## src/pmsc_pkg.sv

```systemverilog
/*
   Constants, register layout and state types of the power mode controller.
   Assumes a 32-bit APB slave, one aligned word per register.
*/
package pmsc_pkg;
   // ----------------------------------------
   // Register indices, byte address is 4x
   // ----------------------------------------
   localparam logic [1:0] IDX_MODE_PROTECTION = 2'h0;
   localparam logic [1:0] IDX_MODE_CONTROL    = 2'h1;
   localparam logic [1:0] IDX_STOP_CONTROL    = 2'h2;
   localparam logic [1:0] IDX_MODE_STATUS     = 2'h3;
   localparam int         ADDR_WIDTH          = 12;
   localparam int         DATA_WIDTH          = 32;

   // ----------------------------------------
   // Field positions
   // ----------------------------------------
   localparam int POS_LOW_POWER_ALLOW    = 5;
   localparam int POS_LOW_LEAKAGE_ALLOW  = 3;
   localparam int POS_LEAKAGE_STOP_ALLOW = 1;
   localparam int POS_RUN_MODE           = 5;
   localparam int POS_STOP_ABORTED       = 3;
   localparam int POS_STOP_MODE          = 0;
   localparam int POS_PARTIAL_STOP       = 6;
   localparam int POS_LEAKAGE_SUBMODE    = 0;

   // ----------------------------------------
   // Field codes
   // ----------------------------------------
   localparam logic [1:0] RUN_MODE_SELECT_RUN       = 2'h0;
   localparam logic [1:0] RUN_MODE_SELECT_LOW_POWER = 2'h2;
   localparam logic [2:0] STOP_MODE_SELECT_NORMAL   = 3'h0;
   localparam logic [2:0] STOP_MODE_SELECT_LOW_PWR  = 3'h2;
   localparam logic [2:0] STOP_MODE_SELECT_LOW_LEAK = 3'h3;
   localparam logic [2:0] STOP_MODE_SELECT_VLL      = 3'h4;
   localparam logic [1:0] PSO_NORMAL     = 2'h0;
   localparam logic [1:0] PSO_BOTH_GATED = 2'h1;
   localparam logic [1:0] PSO_SYS_GATED  = 2'h2;
   localparam logic [1:0] PSO_RESERVED   = 2'h3;
   localparam logic [2:0] LEAKAGE_SUBMODE_SELECT_LEVEL0   = 3'h0;
   localparam logic [2:0] LEAKAGE_SUBMODE_SELECT_LEVEL1   = 3'h1;
   localparam logic [2:0] LEAKAGE_SUBMODE_SELECT_LEVEL3   = 3'h3;

   // ----------------------------------------
   // One-hot mode status codes
   // ----------------------------------------
   localparam logic [6:0] STAT_RUN            = 7'h01;
   localparam logic [6:0] STAT_STOP           = 7'h02;
   localparam logic [6:0] STAT_LOW_POWER_RUN  = 7'h04;
   localparam logic [6:0] STAT_LOW_POWER_WAIT = 7'h08;
   localparam logic [6:0] STAT_LOW_POWER_STOP = 7'h10;
   localparam logic [6:0] STAT_LOW_LEAKAGE    = 7'h20;
   localparam logic [6:0] STAT_VERY_LOW_LEAK  = 7'h40;

   // ----------------------------------------
   // Reset values
   // ----------------------------------------
   localparam logic [1:0] RST_RUN_MODE  = 2'h0;
   localparam logic [2:0] RST_STOP_MODE = 3'h0;
   localparam logic [1:0] RST_PSO       = 2'h0;
   localparam logic [2:0] RST_LEAKAGE_SUBMODE_SELECT     = 3'h3;

   typedef enum {
      ST_RUN, ST_LOW_POWER_RUN, ST_WAIT, ST_LOW_POWER_WAIT,
      ST_ENTER_REQ, ST_ENTER_REG, ST_STOPPED, ST_EXIT_REG, ST_EXIT_CLK
   } state_t;

   typedef enum {
      SK_STOP, SK_PARTIAL_BOTH, SK_PARTIAL_SYS, SK_LOW_POWER_STOP,
      SK_LOW_LEAKAGE_STOP, SK_VERY_LOW_LEAKAGE_STOP
   } stop_kind_t;
endpackage

```

## src/power_mode_state_controller.sv

```systemverilog
/*
   Power mode state machine with its APB register file and the
   entry/exit sequencing towards masters, slaves, clock generator
   and regulator.
   Assumes sleep, interrupt and handshake inputs are synchronous to pclk;
   wakeup-unit events and the reset pin request arrive asynchronously.
*/
// Behaviour
// Any reset returns to normal run.
// Light sleep waits; interrupt returns; reset to run.
// Run deep sleep, codes 00/000 enters stop.
// Partial-stop option 01/10 selects partial stop.
// Low-power run via allow bit and code 10.
// Low-power run deep sleep enters low-power stop.
// Low-power stop from run exits to run.
// From run, low-power stop needs allow bit.
// Leakage-stop allow and 100 enter very-low-leakage.
// Low-leakage allow and 011 enter low-leakage.
// Leakage stops wake only by wakeup-unit/pin.
// Debug keeps core clock running while sleeping.
// Every entry and exit is a sequence; wait and low-power run are entered and left in one step.
// Partial-stop option codes; 11 reserved.
// Mode status one-hot in seven bits.
// Leakage sub-mode codes 000, 001, 011 only.
// Early interrupt aborts stop, sets aborted flag.
// Modes without allow bit are never entered.
// Remember low-power stop origin for exit.
module power_mode_state_controller
(
   input  wire logic                             pclk,
   input  wire logic                             presetn,
   input  wire logic                             psel,
   input  wire logic                             penable,
   input  wire logic                             pwrite,
   input  wire logic [pmsc_pkg::ADDR_WIDTH-1:0]  paddr,
   input  wire logic [pmsc_pkg::DATA_WIDTH-1:0]  pwdata,
   output logic      [pmsc_pkg::DATA_WIDTH-1:0]  prdata,
   output logic                                  pready,
   output logic                                  pslverr,
   input  wire logic                             sleep_entry,
   input  wire logic                             deep_sleep_select,
   input  wire logic                             interrupt_req,
   input  wire logic                             wakeup_event,
   input  wire logic                             reset_pin_wake,
   input  wire logic                             debug_enable,
   input  wire logic                             stop_ack,
   input  wire logic                             regulator_started,
   input  wire logic                             regulator_done,
   output logic                                  cpu_clock_off,
   output logic                                  stop_request,
   output logic                                  sys_clock_off,
   output logic                                  bus_clock_off,
   output logic                                  clock_gen_off,
   output logic                                  regulator_stop,
   output logic                                  low_power_regulation,
   output logic      [2:0]                       leakage_level
);
   import pmsc_pkg::*;

   // ----------------------------------------
   // State
   // ----------------------------------------
   typedef struct packed {
      state_t      state;
      stop_kind_t  target;
      logic        from_lp;
      logic        low_power_allow;
      logic        leakage_stop_allow;
      logic        low_leakage_allow;
      logic [1:0]  run_mode_select;
      logic [2:0]  stop_mode_select;
      logic        stop_aborted_flag;
      logic [1:0]  partial_stop_option;
      logic [2:0]  leakage_submode_select;
      logic [6:0]  mode_status;
      logic        pready;
      logic        pslverr;
      logic [31:0] prdata;
      logic [2:0]  wake_sync;
      logic        wake_level;
      logic [2:0]  pin_sync;
      logic        pin_level;
      logic        cpu_clock_off;
      logic        stop_request;
      logic        sys_clock_off;
      logic        bus_clock_off;
      logic        clock_gen_off;
      logic        regulator_stop;
      logic        low_power_regulation;
      logic [2:0]  leakage_level;
   } ctrl_t;

   ctrl_t r;
   ctrl_t next_r;

   // ----------------------------------------
   // Functions
   // ----------------------------------------
   // Status seen for a given state; stop and low-power stop stay hidden
   // under debug or partial stop so software never reads a half mode.
   function automatic logic [6:0] status_of(input state_t st, input stop_kind_t tk,
                                            input logic lp, input logic dbg);
      logic [6:0] s;
      s = lp ? STAT_LOW_POWER_RUN : STAT_RUN;
      case (st)
         ST_RUN:            s = STAT_RUN;
         ST_LOW_POWER_RUN:  s = STAT_LOW_POWER_RUN;
         ST_WAIT:           s = STAT_RUN;
         ST_LOW_POWER_WAIT: s = STAT_LOW_POWER_WAIT;
         ST_STOPPED: begin
            case (tk)
               SK_STOP:                  s = dbg ? STAT_RUN : STAT_STOP;
               SK_LOW_POWER_STOP:        s = dbg ? s : STAT_LOW_POWER_STOP;
               SK_LOW_LEAKAGE_STOP:      s = STAT_LOW_LEAKAGE;
               SK_VERY_LOW_LEAKAGE_STOP: s = STAT_VERY_LOW_LEAK;
               default:                  s = STAT_RUN;
            endcase
         end
         default:           s = s;
      endcase
      return s;
   endfunction

   function automatic logic is_partial(input stop_kind_t tk);
      return (tk == SK_PARTIAL_BOTH) || (tk == SK_PARTIAL_SYS);
   endfunction

   function automatic logic is_leakage(input stop_kind_t tk);
      return (tk == SK_LOW_LEAKAGE_STOP) || (tk == SK_VERY_LOW_LEAKAGE_STOP);
   endfunction

   // ----------------------------------------
   // Next state
   // ----------------------------------------
   always_comb begin
      logic       access;
      logic       wr;
      logic [1:0] idx;
      logic       mapped;
      logic       deep_ok;
      stop_kind_t kind;
      logic       exit_now;
      logic       in_stop_seq;
      access      = 1'b0;
      wr          = 1'b0;
      idx         = 2'h0;
      mapped      = 1'b0;
      deep_ok     = 1'b0;
      kind        = SK_STOP;
      exit_now    = 1'b0;
      in_stop_seq = 1'b0;
      next_r      = r;

      // Asynchronous wake sources: level counts once stages two and three agree
      next_r.wake_sync = {r.wake_sync[1:0], wakeup_event};
      if (r.wake_sync[1] == r.wake_sync[2]) begin
         next_r.wake_level = r.wake_sync[2];
      end
      next_r.pin_sync = {r.pin_sync[1:0], reset_pin_wake};
      if (r.pin_sync[1] == r.pin_sync[2]) begin
         next_r.pin_level = r.pin_sync[2];
      end

      // APB: one wait state so every answer comes from a flop
      access         = psel && penable && !r.pready;
      wr             = psel && penable && r.pready && pwrite;
      idx            = paddr[3:2];
      mapped         = (paddr[ADDR_WIDTH-1:4] == '0) && (paddr[1:0] == 2'h0);
      next_r.pready  = access;
      next_r.pslverr = access && !mapped;
      next_r.prdata  = '0;
      if (access && mapped && !pwrite) begin
         if (idx == IDX_MODE_PROTECTION) begin
            next_r.prdata[POS_LOW_POWER_ALLOW]    = r.low_power_allow;
            next_r.prdata[POS_LOW_LEAKAGE_ALLOW]  = r.low_leakage_allow;
            next_r.prdata[POS_LEAKAGE_STOP_ALLOW] = r.leakage_stop_allow;
         end else if (idx == IDX_MODE_CONTROL) begin
            next_r.prdata[POS_RUN_MODE +: 2]  = r.run_mode_select;
            next_r.prdata[POS_STOP_ABORTED]   = r.stop_aborted_flag;
            next_r.prdata[POS_STOP_MODE +: 3] = r.stop_mode_select;
         end else if (idx == IDX_STOP_CONTROL) begin
            next_r.prdata[POS_PARTIAL_STOP +: 2]    = r.partial_stop_option;
            next_r.prdata[POS_LEAKAGE_SUBMODE +: 3] = r.leakage_submode_select;
         end else begin
            next_r.prdata[6:0] = r.mode_status;
         end
      end
      if (wr && mapped) begin
         if (idx == IDX_MODE_PROTECTION) begin
            next_r.low_power_allow    = pwdata[POS_LOW_POWER_ALLOW];
            next_r.low_leakage_allow  = pwdata[POS_LOW_LEAKAGE_ALLOW];
            next_r.leakage_stop_allow = pwdata[POS_LEAKAGE_STOP_ALLOW];
         end else if (idx == IDX_MODE_CONTROL) begin
            next_r.run_mode_select  = pwdata[POS_RUN_MODE +: 2];
            next_r.stop_mode_select = pwdata[POS_STOP_MODE +: 3];
            if (pwdata[POS_STOP_ABORTED]) begin
               next_r.stop_aborted_flag = 1'b0;
            end
         end else if (idx == IDX_STOP_CONTROL) begin
            // Reserved codes are dropped, the field keeps its old value
            if (pwdata[POS_PARTIAL_STOP +: 2] != PSO_RESERVED) begin
               next_r.partial_stop_option = pwdata[POS_PARTIAL_STOP +: 2];
            end
            if (pwdata[POS_LEAKAGE_SUBMODE +: 3] == LEAKAGE_SUBMODE_SELECT_LEVEL0
                || pwdata[POS_LEAKAGE_SUBMODE +: 3] == LEAKAGE_SUBMODE_SELECT_LEVEL1
                || pwdata[POS_LEAKAGE_SUBMODE +: 3] == LEAKAGE_SUBMODE_SELECT_LEVEL3) begin
               next_r.leakage_submode_select = pwdata[POS_LEAKAGE_SUBMODE +: 3];
            end
         end
      end

      // Target of a deep sleep from the current run mode
      if (r.stop_mode_select == STOP_MODE_SELECT_NORMAL) begin
         deep_ok = 1'b1;
         if (r.partial_stop_option == PSO_BOTH_GATED) begin
            kind = SK_PARTIAL_BOTH;
         end else if (r.partial_stop_option == PSO_SYS_GATED) begin
            kind = SK_PARTIAL_SYS;
         end else if (r.state == ST_LOW_POWER_RUN) begin
            kind = SK_LOW_POWER_STOP;
         end else begin
            kind = SK_STOP;
         end
      end else if (r.stop_mode_select == STOP_MODE_SELECT_LOW_PWR) begin
         deep_ok = r.low_power_allow;
         kind    = SK_LOW_POWER_STOP;
      end else if (r.stop_mode_select == STOP_MODE_SELECT_LOW_LEAK) begin
         deep_ok = r.low_leakage_allow;
         kind    = SK_LOW_LEAKAGE_STOP;
      end else if (r.stop_mode_select == STOP_MODE_SELECT_VLL) begin
         deep_ok = r.leakage_stop_allow;
         kind    = SK_VERY_LOW_LEAKAGE_STOP;
      end

      // Wake condition of the stop being held
      if (is_leakage(r.target)) begin
         exit_now = r.wake_level || r.pin_level;
      end else begin
         exit_now = interrupt_req;
      end

      case (r.state)
         ST_RUN: begin
            if (sleep_entry && !deep_sleep_select) begin
               next_r.state = ST_WAIT;
            end else if (sleep_entry && deep_ok) begin
               next_r.state   = ST_ENTER_REQ;
               next_r.target  = kind;
               next_r.from_lp = 1'b0;
            end else if (r.low_power_allow && r.run_mode_select == RUN_MODE_SELECT_LOW_POWER) begin
               next_r.state = ST_LOW_POWER_RUN;
            end
         end
         ST_LOW_POWER_RUN: begin
            if (sleep_entry && !deep_sleep_select) begin
               next_r.state = ST_LOW_POWER_WAIT;
            end else if (sleep_entry && deep_ok) begin
               next_r.state   = ST_ENTER_REQ;
               next_r.target  = kind;
               next_r.from_lp = 1'b1;
            end else if (r.run_mode_select == RUN_MODE_SELECT_RUN) begin
               next_r.state = ST_RUN;
            end
         end
         ST_WAIT: begin
            if (interrupt_req) begin
               next_r.state = ST_RUN;
            end
         end
         ST_LOW_POWER_WAIT: begin
            if (interrupt_req) begin
               next_r.state = ST_LOW_POWER_RUN;
            end
         end
         ST_ENTER_REQ: begin
            // Abort window closes once the regulator starts moving
            if (interrupt_req && !regulator_started) begin
               next_r.state             = ST_RUN;
               next_r.stop_aborted_flag = 1'b1;
            end else if (stop_ack) begin
               next_r.state = is_partial(r.target) ? ST_STOPPED : ST_ENTER_REG;
            end
         end
         ST_ENTER_REG: begin
            if (regulator_done) begin
               next_r.state = ST_STOPPED;
            end
         end
         ST_STOPPED: begin
            if (exit_now) begin
               next_r.state = is_partial(r.target) ? ST_EXIT_CLK : ST_EXIT_REG;
            end
         end
         ST_EXIT_REG: begin
            if (regulator_done) begin
               next_r.state = ST_EXIT_CLK;
            end
         end
         ST_EXIT_CLK: begin
            if (r.target == SK_LOW_POWER_STOP && r.from_lp) begin
               next_r.state = ST_LOW_POWER_RUN;
            end else begin
               next_r.state = ST_RUN;
            end
         end
         default: next_r.state = ST_RUN;
      endcase

      // Outputs follow the coming state, so each is a plain flop
      in_stop_seq = (next_r.state == ST_ENTER_REQ) || (next_r.state == ST_ENTER_REG)
                    || (next_r.state == ST_STOPPED) || (next_r.state == ST_EXIT_REG);
      next_r.cpu_clock_off = !debug_enable
                             && (in_stop_seq || next_r.state == ST_WAIT
                                 || next_r.state == ST_LOW_POWER_WAIT);
      next_r.stop_request  = in_stop_seq;
      next_r.sys_clock_off = (next_r.state == ST_STOPPED) && !debug_enable;
      next_r.bus_clock_off = (next_r.state == ST_STOPPED) && !debug_enable
                             && (next_r.target != SK_PARTIAL_SYS);
      next_r.clock_gen_off = ((next_r.state == ST_ENTER_REG) || (next_r.state == ST_STOPPED))
                             && !is_partial(next_r.target);
      next_r.regulator_stop = ((next_r.state == ST_ENTER_REG)
                               || (next_r.state == ST_STOPPED))
                              && !is_partial(next_r.target);
      next_r.low_power_regulation = (next_r.state == ST_LOW_POWER_RUN)
                                    || (next_r.state == ST_LOW_POWER_WAIT)
                                    || next_r.regulator_stop;
      next_r.leakage_level = (in_stop_seq && next_r.target == SK_VERY_LOW_LEAKAGE_STOP)
                             ? r.leakage_submode_select : 3'h0;
      next_r.mode_status = status_of(next_r.state, next_r.target, next_r.from_lp,
                                     debug_enable);
   end

   // ----------------------------------------
   // Registers
   // ----------------------------------------
   always_ff @(posedge pclk or negedge presetn) begin
      if (!presetn) begin
         r                        <= '0;
         r.state                  <= ST_RUN;
         r.target                 <= SK_STOP;
         r.run_mode_select        <= RST_RUN_MODE;
         r.stop_mode_select       <= RST_STOP_MODE;
         r.partial_stop_option    <= RST_PSO;
         r.leakage_submode_select <= RST_LEAKAGE_SUBMODE_SELECT;
         r.mode_status            <= STAT_RUN;
      end else begin
         r <= next_r;
      end
   end

   assign prdata               = r.prdata;
   assign pready               = r.pready;
   assign pslverr              = r.pslverr;
   assign cpu_clock_off        = r.cpu_clock_off;
   assign stop_request         = r.stop_request;
   assign sys_clock_off        = r.sys_clock_off;
   assign bus_clock_off        = r.bus_clock_off;
   assign clock_gen_off        = r.clock_gen_off;
   assign regulator_stop       = r.regulator_stop;
   assign low_power_regulation = r.low_power_regulation;
   assign leakage_level        = r.leakage_level;
endmodule // power_mode_state_controller

```

## config.mk

```make
export PLATFORM = sky130hd
export DESIGN_NAME = power_mode_state_controller
export DESIGN_NICKNAME = d
export VERILOG_FILES = /design/src/pmsc_pkg.sv /design/src/power_mode_state_controller.sv
export SDC_FILE = /design/constraint.sdc
export NUM_CORES = 1
export LEC_CHECK = 0
export BUFFER_PORTS_ARGS = -buffer_cell sky130_fd_sc_hd__clkbuf_2
export CORE_MARGIN = 4
export CORE_UTILIZATION = 45
export CTS_CLUSTER_SIZE = 14
export DETAILED_ROUTE_END_ITERATION = 6
export GPL_ROUTABILITY_DRIVEN = 0
export GPL_TIMING_DRIVEN = 0
export PLACE_DENSITY = 0.7
export SYNTH_ARGS = -nofsm -noshare
export SYNTH_HDL_FRONTEND = slang
export SYNTH_SLANG_ARGS = --single-unit
```

## constraint.sdc

```tcl
create_clock -name pclk -period 2.9 [get_ports pclk]
set_clock_uncertainty 0.1 [all_clocks]
set_input_delay 0.58 -clock pclk [delete_from_list [all_inputs] [get_ports pclk]]
set_output_delay 0.58 -clock pclk [all_outputs]
set_load 0.03 [all_outputs]
```

## Yosys cells after proc, flatten, opt, wreduce, memory -nomap -nowiden

Index checks and enable logic that the tools add are counted.

| storage, ports and cells | value |
|---|---|
| input port bits | 58 |
| output and inout bits | 44 |
| flip-flop bits (word level) | 113 |

| cells by class | value |
|---|---|
| multiplexer cells | 66 |
| bitwise gates (word level) | 2 |
| reductions and logical operators | 54 |
| equal/unequal tests | 45 |

Operator list:

| operator | count |
|---|---|
| two-way mux 32 bit | 14 |
| == test 32 x 3 -> 1 bit, second input constant | 12 |
| == test 32 x 2 -> 1 bit, second input constant | 9 |
| one-hot mux 32 bit (9 select lines) | 1 |
| == test 32 x 4 -> 1 bit, second input constant | 8 |
| two-way mux 33 bit | 4 |
| zero test 32 bit | 3 |
| one-hot mux 33 bit (2 select lines) | 1 |
| == test 32 x 1 -> 1 bit, second input constant | 2 |
| one-hot mux 7 bit (4 select lines) | 2 |
| != test 32 x 3 -> 1 bit, second input constant | 1 |
| two-way mux 3 bit | 8 |
| two-way mux 1 bit | 20 |
| logical AND 1 bit | 19 |
| two-way mux 2 bit | 8 |
| two-way mux 5 bit | 3 |
| logical OR 1 bit | 14 |
| two-way mux 6 bit | 2 |
| AND reduction 5 bit | 2 |
| == test 3 x 2 -> 1 bit, second input constant | 3 |
| zero test 8 bit | 1 |
| two-way mux 4 bit | 2 |
| two-way mux 8 bit | 1 |
| zero test 1 bit | 7 |
| 12 further kinds | 20 |

## Logic depth before layout (Yosys ltp)

Gate-level depths: netlist of run 1.

| depth | value |
|---|---|
| word-level depth | 16 |
| mapped depth | 10 |

## Worst setup path before layout of run 1

No wires, ideal clock.

| timing path | value |
|---|---|
| path type | register to register |
| from | register r[79] (netlist bit) |
| to | register r, in the netlist leakage_level[0] |
| arrival | 2.604 ns |
| buffers on the path | 1 |
| library setup time | 0.119 ns |
| period minus slack after synthesis | 2.823 ns |
| setup slack | 0.077 ns |
| data required time | 2.681 ns |
| cell stages (with the launch flop) | 10 |
| cell sequence | dfrtp_1 or4_4 or4_4 buf_6 o2111a_2 a211oi_4 inv_2 and2_4 nor2b_4 and2_1 |

RTL lines:

| item | line | RTL |
|---|---|---|
| start: declaration | power_mode_state_controller.sv:93 | `ctrl_t r;` |
| start signal: assignment | power_mode_state_controller.sv:347 | `r <= next_r;` |

==> results of run 1 <==
cell usage after synthesis (3+ instances only):
| cell | number |
|---|---|
| dfrtp_1 | 110 |
| nor2_1 | 34 |
| o211ai_1 | 3 |
| nand3_1 | 8 |
| mux2_2 | 8 |
| a21oi_1 | 14 |
| o21ai_1 | 3 |
| mux2i_1 | 4 |
| and2_1 | 5 |
| nor2b_1 | 33 |
| nor3_1 | 9 |
| buf_4 | 36 |
| nor4_1 | 17 |
| nand4_1 | 4 |
| clkbuf_1 | 12 |
| xnor2_1 | 3 |
| inv_1 | 9 |
| nand3b_1 | 3 |
| nand2_1 | 24 |
| o31ai_1 | 5 |
| dfstp_2 | 3 |
| a22oi_1 | 5 |
| nand2b_1 | 4 |
| inv_2 | 3 |
| a31oi_1 | 6 |
| o21ai_0 | 10 |
cell type report:
cell class / count / area share (%)
flip-flops and latches: 113 / 46.0
multi-input cells: 292 / 29.8
clock buffers: 19 / 6.85
repair buffers: 65 / 5.96
plain buffers: 48 / 5.15
well taps: 136 / 2.77
clock inverters: 12 / 2.70
inverters: 12 / 0.732
cells by family after synthesis:
kind of cell             count (synthesis)
buffers and inverters                   62
other                                    1
XOR/XNOR                                 4
multiplexers                            13
AND/OR/NAND/NOR                        161
adder cells (fa/ha/maj)                  2
flip-flops                             113
AO/OA/AOI/OAI                           60
state kept, by name (all words and copies together) (netlist names), 3 cells and up:
register and flops:
prdata 8, next_r 4, r 90, leakage_level 3
worst max-delay path by stage:
stage            from               end  slack (ns)  cells past startpoint
6_report        r[80]             r[53]        0.03                      7
2_1_floorplan   r[79]  leakage_level[0]        0.08                      9
3_5_place_dp   r[114]             r[52]       -0.37                      8
5_1_grt         r[97]     bus_clock_off       -0.06                      8
3_3_place_gp   r[132]             r[52]       -0.36                      8
4_1_cts         r[90]  leakage_level[0]        0.03                     10
placed cells by master, fill, tap and decap left out, types with 5 or more instances in the layout:
cell type,n
dfrtp_1,110
conb_1,52
clkbuf_2,51
buf_4,49
nor2_1,33
nor2b_1,33
nand2_1,24
clkbuf_16,16
clkbuf_1,13
a21oi_1,13
nor4_1,12
inv_1,9
nor3_1,9
o21ai_0,9
mux2_2,8
nand3_1,7
a31oi_1,6
clkinv_2,6
nor4_2,5
o31ai_1,5
a22oi_1,5
and2_1,5
power groups by stage:
| stage | logic [mW] | clock network [mW] | registers, mW |
|---|---|---|---|
| CTS | 0.163 | 2.10 | 1.62 |
| global placement | 0.158 | 0 | 1.64 |
| detailed placement | 0.162 | 0 | 1.64 |
| finish | 0.163 | 2.06 | 1.62 |
| global route | 0.182 | 2.17 | 1.62 |
| floorplan | 0.0925 | 0 | 1.64 |
stage by stage:
stage | instance area (um^2) | utilization, % | TNS [ns] | setup WS [ns] | std cells
floorplan | 4940 | - | 0 | 0.0771 | 467
finish | 6150 | 59.6 | 0 | 0.0322 | 697
global placement | 5370 | 52.1 | -34.95 | -0.359 | 655
global route | 6150 | 59.6 | -0.150 | -0.0581 | 697
detailed placement | 5380 | 52.1 | -5.94 | -0.374 | 655
CTS | 6080 | 58.9 | 0 | 0.0308 | 694
what timing repair did:
item	4_1_cts	5_1_grt
gates cloned	0	0
setup endpoints to repair	44	13
hold buffers	0	0
buffers inserted	8	5
gates resized for setup	7	9
pin swaps	9	11
layer usage:
metal / up-vias / global-route usage [%]
met5: - / 0
met4: 0 / 7.64
met3: 23 / 5.13
met2: 116 / 24.8
met1: 1588 / 21.4
li1: 1621 / -
worst max-delay path, cell delays in order (launching register included):
cell,delay (ns)
dfrtp_1,0.37
or4_4,0.54
or4_4,0.58
o2111a_2,0.35
o211ai_4,0.14
nand4_4,0.16
or3_4,0.41
nor2_2,0.13
==> run_results.csv, run 1 <==
group,metric,value,unit
run_status,status,"finished clean",
synth,synth_area_leaders,"dfrtp_1, buf_4, nor2b_1, nor2_1, nor4_1",
sta,whs,0.0723,ns
global_routing,grt_pass1_wl,16.2,mm
floorplanning,io_pins,102,
synth,synth_top_family_by_area,"simple AND/OR/NAND/NOR gates",
route,via_per_inst,4.80,
finish,fillCellCount,867,
synth,synth-main-ff-cell,"dfrtp_1",
synth,synth_top_area_cell,"dfrtp_1",
sta,drv_slew,0,
critical_path,r2r_slack,0.03,ns
clock_tree,htreeDepth,4,
global_routing,grt_max_degree,114,
placed_design,portBuffers,52,
synth,synthAdderAreaFrac,0.421,%
synth,seq_area_frac_synth,59.6,%
finish,diodes,0,
route,remaining_drc_errors,0,
sta,worst_slew_margin_rel,26.4,%
critical_path,cp.arrival,3.20,ns
critical_path,critPathCaptureType,"flip-flop",
clock_tree,cts_root_buffer,"clkbuf_8",
synth,synth_top_area_share,57.9,%
synth,syn_area,0.00475,mm^2
synth,synth-async-reset-ratio,100,%
hold_path,min_path_type,"in2reg",
sta,fmax,349,MHz
sta,hold_viol,0,
global_routing,antenna_found_initial,0,
route,drtIter0Drc,158,
critical_path,critPathLaunchType,"flip-flop",
sta,final.period_utilization,98.9,%
power_and_ir_drop,pwr-share-clk,53.6,%
synth,synth_edf_count,0,
critical_path,r2r_end,"r[53]",
route,dr_wl_met3,588,um
critical_path,worstPathMaxFanout,8,
finish,multiInputGateArea,0.00183,mm^2
synth,yosysUniqueCellTypes,58,
critical_path,reg2regPathDepth,7,
power_and_ir_drop,comb_power_share,4.2,%
hold_path,hold_end,"next_r[12]",
synth,synth.area.mux_share,3.21,%
clock_tree,cts.clk_slew.worst_paths,0.05,ns
synth,synth_seq_cells,113,
global_routing,grt_pass1_vias,3314,
power_and_ir_drop,pwr-share-seq,42.2,%
synth,synth_xor_area_share,0.737,%
hold_path,hp-start,"reset_pin_wake",
synth,avgSynthCellArea,11.4,um^2
route,wl_per_cell,13.9,um
global_routing,grt_overflow_total,0,
synth,synth_compound_area_share,8.66,%
synth,syn_inst,416,
global_routing,grt_util_all_layers,16.3,%
finish,drive_gt1_share,30.7,%
sta,tightest_slew,1.10,ns
route,wl_met1,4.27,mm
route,vias,3348,
route,wl_met2,4.58,mm
critical_path,crit_required,3.23,ns
sta,setup_violations,0,
clock_tree,cts_buffers,17,
power_and_ir_drop,ir_drop,386,uV
finish,layout.nets,607,
power_and_ir_drop,p_switching,0.800,mW
route,postRouteWirelength,9.69,mm
route,final_antenna_net_count,0,
hold_path,hold-path-cell-count,1,
clock_tree,insertion_delay,0.51,ns
power_and_ir_drop,p_leak,3.03,nW
critical_path,crit_type,"reg2reg",
floorplanning,die_h,111,um
sta,fin_crit,2.87,ns
floorplanning,core-area,0.0103,mm^2
route,drt_pass1_iterations,4,
finish,seqCellArea,0.00283,mm^2
power_and_ir_drop,power.share.switching,20.8,%
floorplanning,die_width,111,um
synth,yosys_warnings,0,
route,routed.top_layer,"met4",
clock_tree,tritoncts,"yes",
floorplanning,rows,37,
placed_design,dp_hpwl,6.42,mm
synth,synthSimpleGateAreaFrac,19.4,%
clock_tree,clkSinkCount,113,
power_and_ir_drop,p_per_area,624,mW/mm^2
finish,area_delta_synth_final,29.5,%
sta,rsz0062_at_grt,"true",
floorplanning,die-area,0.0123,mm^2
clock_tree,cts_buffer_depth,2,
critical_path,r2r-start,"r[80]",
power_and_ir_drop,power.total,3.84,mW
power_and_ir_drop,internal_power,3.04,mW
flow_run,cap_violations,0,
floorplanning,initial_core_util,46.0,%
Note: power is estimated with default switching activity, not from simulation.
==> run 2, diff against run 1 <==
CORE_UTILIZATION = 28   (was 45)
HOLD_SLACK_MARGIN = 0.1   (was default)
PLACE_DENSITY = 0.47   (was 0.7)
TNS_END_PERCENT = 20   (was default)
==> run_results.csv, run 2 (synthesized netlist as in run 1, its figures left out) <==
group,metric,value,unit
run_status,status,"finished clean",
finish,design_area,0.00627,mm^2
critical_path,critPathMaxStageDelay,0.59,ns
sta,hold_viol,0,
power_and_ir_drop,p_switching,0.802,mW
floorplanning,die_width,138,um
sta,rsz0062_at_grt,"true",
floorplanning,core-area,0.0166,mm^2
clock_tree,cts_buffer_depth,2,
finish,diodes,0,
finish,area_delta_synth_final,31.9,%
global_routing,antenna_found_initial,0,
global_routing,grt_pass1_wl,17.7,mm
placed_design,pre_cts_slack,-0.493,ns
route,vias,3352,
critical_path,cp.arrival,3.04,ns
finish,final_cell_mix,"dfrtp_1, conb_1, clkbuf_2",
finish,final_common_cell,"dfrtp_1",
finish,drive_gt1_share,31.4,%
sta,tightest_slew,1.08,ns
global_routing,grt.met3_usage,5.21,%
route,via_per_inst,4.29,
route,remaining_drc_errors,0,
clock_tree,cts.clk_slew.worst_paths,0.05,ns
global_routing,grt_max_degree,114,
clock_tree,cts_buffers,17,
global_routing,grt-busiest-layer,"met2",
clock_tree,hold_buffers,0,
route,drtIter0Drc,131,
critical_path,critical_path.top_delay_family,"simple AND/OR/NAND/NOR gates",
global_routing,grt_use_met2,16.8,%
sta,final.period_utilization,98.2,%
sta,fmax,351,MHz
power_and_ir_drop,p_leak,3.04,nW
power_and_ir_drop,pwr-share-seq,41.8,%
floorplanning,rows,47,
route,postRouteWirelength,10.3,mm
finish,seqCellArea,0.00283,mm^2
critical_path,slowest_stage,"or4_4",
floorplanning,io_pins,102,
finish,regMostFlops,"r",
clock_tree,clkSinkCount,113,
power_and_ir_drop,comb_power_share,4.2,%
critical_path,worstPathMaxFanout,5,
power_and_ir_drop,ir_drop,419,uV
sta,fin_crit,2.85,ns
hold_path,min_path_type,"in2reg",
finish,largest_register_ffs,90,
clock_tree,insertion_delay,0.40,ns
critical_path,critPathLaunchType,"flip-flop",
sta,worst_slew_margin_rel,28.1,%
global_routing,grt_pass1_vias,3479,
floorplanning,die_h,138,um
sta,whs,0.180,ns
critical_path,r2r_slack,0.05,ns
critical_path,crit_top_cell,"or4_4",
global_routing,grt_overflow_total,0,
critical_path,crit_buf_inv,1,
clock_tree,tritoncts,"yes",
floorplanning,die-area,0.0191,mm^2
finish,multiInputGateArea,0.00183,mm^2
global_routing,grt_util_all_layers,11.6,%
route,drt_pass1_iterations,4,
route,final_antenna_net_count,0,
power_and_ir_drop,internal_power,3.07,mW
flow_run,cap_violations,0,
sta,drv_slew,0,
critical_path,critPathCaptureType,"flip-flop",
placed_design,placed_area,0.00549,mm^2
clock_tree,htreeDepth,4,
finish,layout.nets,606,
critical_path,crit_required,3.09,ns
placed_design,portBuffers,52,
global_routing,met1_usage,15.4,%
floorplanning,initial_core_util,28.7,%
sta,fin_ws,0.0516,ns
route,wl_per_cell,13.2,um
power_and_ir_drop,p_per_area,617,mW/mm^2
critical_path,crit_type,"reg2reg",
finish,fillCellCount,1647,
power_and_ir_drop,power.share.switching,20.7,%
critical_path,path_cells,"or4_4 > or4_4 > o2111a_2 > a311oi_4 > buf_4 > nand2_1 > o211ai_1",
sta,setup_violations,0,
power_and_ir_drop,pwr-share-clk,53.9,%
clock_tree,cts_root_buffer,"clkbuf_16",
placed_design,dp_hpwl,7.15,mm
-- run 2: path summary, 6_finish.rpt --
kind,from,endpoint,depth (start not counted)
worst max-delay path,r[80],r[54],7
worst min-delay path,reset_pin_wake,next_r[12],1
worst max register to register,r[80],r[54],7
worst min register to register,next_r[16],next_r[17],0
max in group asynchronous,presetn,r[54],1
min in group asynchronous,presetn,r[124],1
-- run 2: timing repair --
item / 4_1_cts / 5_1_grt
setup endpoints to repair: 46 / 13
pin swaps: 10 / 10
gates resized for setup: 8 / 11
setup buffers: 10 / 2
-- run 2: area by class of cell --
type,count,share of cell area [%]
plain buffers,48,5.05
clock buffers,21,7.50
clock inverters,11,2.16
inverters,12,0.718
multi-input cells,292,29.2
flip-flops and latches,113,45.2
well taps,220,4.39
repair buffers,64,5.79
-- run 2: power by group through the flow --
stage | Sequential, mW | Combinational [mW] | Clock (mW)
global route | 1.62 | 0.185 | 2.24
floorplan | 1.64 | 0.0925 | 0
finish | 1.62 | 0.164 | 2.09
CTS | 1.62 | 0.165 | 2.15
detailed placement | 1.64 | 0.164 | 0
global placement | 1.64 | 0.161 | 0
-- run 2: worst register-to-register path: stages, from the launching register on --
cell and delay [ns]:
dfrtp_1 0.38, or4_4 0.54, or4_4 0.59, o2111a_2 0.33, a311oi_4 0.31, buf_4 0.19, nand2_1 0.05, o211ai_1 0.24
-- run 2: metal layers --
metal,up-vias,wire [um]
li1,1621,-
met4,0,192
met2,101,4600
met1,1616,4900
met3,14,636
met5,-,0
-- run 2: per-stage QoR --
| step | std cells | utilization, % | setup TNS, ns | power [mW] |
|---|---|---|---|---|
| 4_1_cts | 780 | 37.5 | 0 | 3.93 |
| 3_3_place_gp | 739 | 33.0 | -55.95 | 1.80 |
| 2_1_floorplan | 467 | - | 0 | 1.74 |
| 3_5_place_dp | 739 | 33.1 | -11.77 | 1.81 |
| 5_1_grt | 781 | 37.8 | -0.311 | 4.05 |
| 6_report | 781 | 37.8 | 0 | 3.87 |
==> run 3, diff against run 2 <==
==> constraint.sdc (replaced) <==
create_clock -name pclk -period 2.9 [get_ports pclk]
set_clock_uncertainty 0.1 [all_clocks]
set_input_delay 0.145 -clock pclk [delete_from_list [all_inputs] [get_ports pclk]]
set_output_delay 0.145 -clock pclk [all_outputs]
set_load 0.03 [all_outputs]
==> run_results.csv, run 3 (synthesized netlist as in run 1, its figures left out) <==
group,metric,value,unit
clock_tree,cts_buffer_depth,2,
critical_path,crit_buf_inv,1,
global_routing,grt_pass1_wl,18.1,mm
critical_path,r2r_slack,0.05,ns
power_and_ir_drop,pwr-share-seq,41.6,%
clock_tree,cts_buffers,17,
floorplanning,initial_core_util,28.7,%
global_routing,grt_pass1_vias,3556,
sta,worst_slew_margin_rel,28.1,%
route,drtIter0Drc,131,
finish,fin_util,38.8,%
clock_tree,cts_root_buffer,"clkbuf_16",
global_routing,antenna_found_initial,0,
critical_path,cp.arrival,3.04,ns
power_and_ir_drop,p_per_area,604,mW/mm^2
placed_design,portBuffers,52,
finish,diodes,0,
floorplanning,io_pins,102,
power_and_ir_drop,p_leak,3.10,nW
floorplanning,die_width,138,um
run_status,status,"finished clean",
route,remaining_drc_errors,0,
finish,regMostFlops,"r",
critical_path,critPathLaunchType,"flip-flop",
power_and_ir_drop,ir_drop,419,uV
power_and_ir_drop,pwr-share-clk,53.7,%
sta,tightest_slew,1.08,ns
floorplanning,rows,47,
critical_path,critPathMaxStageDelay,0.59,ns
critical_path,worstPathMaxFanout,5,
critical_path,critical_path.top_delay_family,"simple AND/OR/NAND/NOR gates",
finish,final_cell_mix,"dfrtp_1, conb_1, clkbuf_2",
sta,rsz0062_at_grt,"true",
hold_path,min_path_type,"in2reg",
sta,fmax,351,MHz
sta,final.period_utilization,98.2,%
route,postRouteWirelength,10.5,mm
global_routing,grt_max_degree,114,
critical_path,critPathCaptureType,"flip-flop",
placed_design,pre_cts_slack,-0.493,ns
route,vias,3406,
clock_tree,cts.clk_slew.worst_paths,0.05,ns
finish,final_common_cell,"dfrtp_1",
finish,drive_gt1_share,30.5,%
critical_path,crit_required,3.09,ns
critical_path,path_cells,"or4_4 > or4_4 > o2111a_2 > a311oi_4 > buf_4 > nand2_1 > o211ai_1",
finish,fillCellCount,1638,
sta,hold_viol,0,
sta,drv_slew,0,
route,drt_pass1_iterations,4,
clock_tree,htreeDepth,4,
finish,layout.nets,622,
floorplanning,die_h,138,um
route,via_per_inst,4.27,
sta,setup_violations,0,
power_and_ir_drop,internal_power,3.08,mW
finish,area_delta_synth_final,35.3,%
clock_tree,tritoncts,"yes",
route,final_antenna_net_count,0,
placed_design,dp_hpwl,7.15,mm
critical_path,slowest_stage,"or4_4",
clock_tree,insertion_delay,0.40,ns
flow_run,cap_violations,0,
sta,fin_ws,0.0515,ns
sta,whs,0.161,ns
critical_path,crit_type,"reg2reg",
global_routing,grt_overflow_total,0,
critical_path,crit_top_cell,"or4_4",
route,wl_per_cell,13.1,um
floorplanning,core-area,0.0166,mm^2
floorplanning,die-area,0.0191,mm^2
clock_tree,clkSinkCount,113,
power_and_ir_drop,p_switching,0.806,mW
power_and_ir_drop,comb_power_share,4.6,%
power_and_ir_drop,power.share.switching,20.7,%
sta,fin_crit,2.85,ns
finish,largest_register_ffs,90,
global_routing,grt_util_all_layers,11.8,%
==> run 3: through the flow <==
stage	TNS (ns)	instance area, um^2	power, mW	instances
floorplan	0	4940	1.74	467
global placement	-10.62	5480	1.80	739
detailed placement	-11.02	5490	1.81	739
CTS	0	6370	3.95	796
global route	-0.311	6430	4.07	797
finish	0	6430	3.89	797
==> run 3: what timing repair did <==
action	4_1_cts	5_1_grt
gates resized for setup	8	11
cloned	0	0
setup buffers	10	2
pin swaps	10	10
hold buffers	16	0
hold endpoints to repair	134	0
endpoints found under the setup margin	46	13
==> run 3: final timing paths <==
path | start | endpoint | cells past startpoint
min in group asynchronous | presetn | r[124] | 2
worst min-delay path | interrupt_req | r[106] | 3
worst max register to register | r[80] | r[54] | 7
worst max-delay path | r[80] | r[54] | 7
max in group asynchronous | presetn | r[54] | 2
worst min register to register | next_r[16] | next_r[17] | 0
==> run 3: power by group through the flow <==
| stage | clock network [mW] | registers (mW) | logic (mW) |
|---|---|---|---|
| 3_5_place_dp | 0 | 1.64 | 0.164 |
| 5_1_grt | 2.24 | 1.62 | 0.204 |
| 6_report | 2.09 | 1.62 | 0.180 |
| 2_1_floorplan | 0 | 1.64 | 0.0925 |
| 3_3_place_gp | 0 | 1.64 | 0.161 |
| 4_1_cts | 2.15 | 1.62 | 0.182 |
==> run 3: layout make-up <==
class	instances	area, um^2	area share [%]
Sequential cell	113	2830	44.0
Multi-Input combinational cell	292	1830	28.5
Timing Repair Buffer	80	523	8.13
Clock buffer	21	470	7.32
Buffer	48	317	4.92
Tap cell	220	275	4.28
Clock inverter	11	135	2.10
Inverter	12	45.0	0.701
==> run 3: routing by layer <==
| layer | GRT usage (%) | share of wire, % |
|---|---|---|
| met5 | 0 | 0 |
| met4 | 4.32 | 1.8 |
| met3 | 5.18 | 5.9 |
| met2 | 17.3 | 45 |
| met1 | 15.7 | 47 |
==> run 3: worst min-delay path, stage by stage <==
cell and delay (ns):
clkbuf_2 0.14, o211ai_2 0.15, nand3_2 0.17
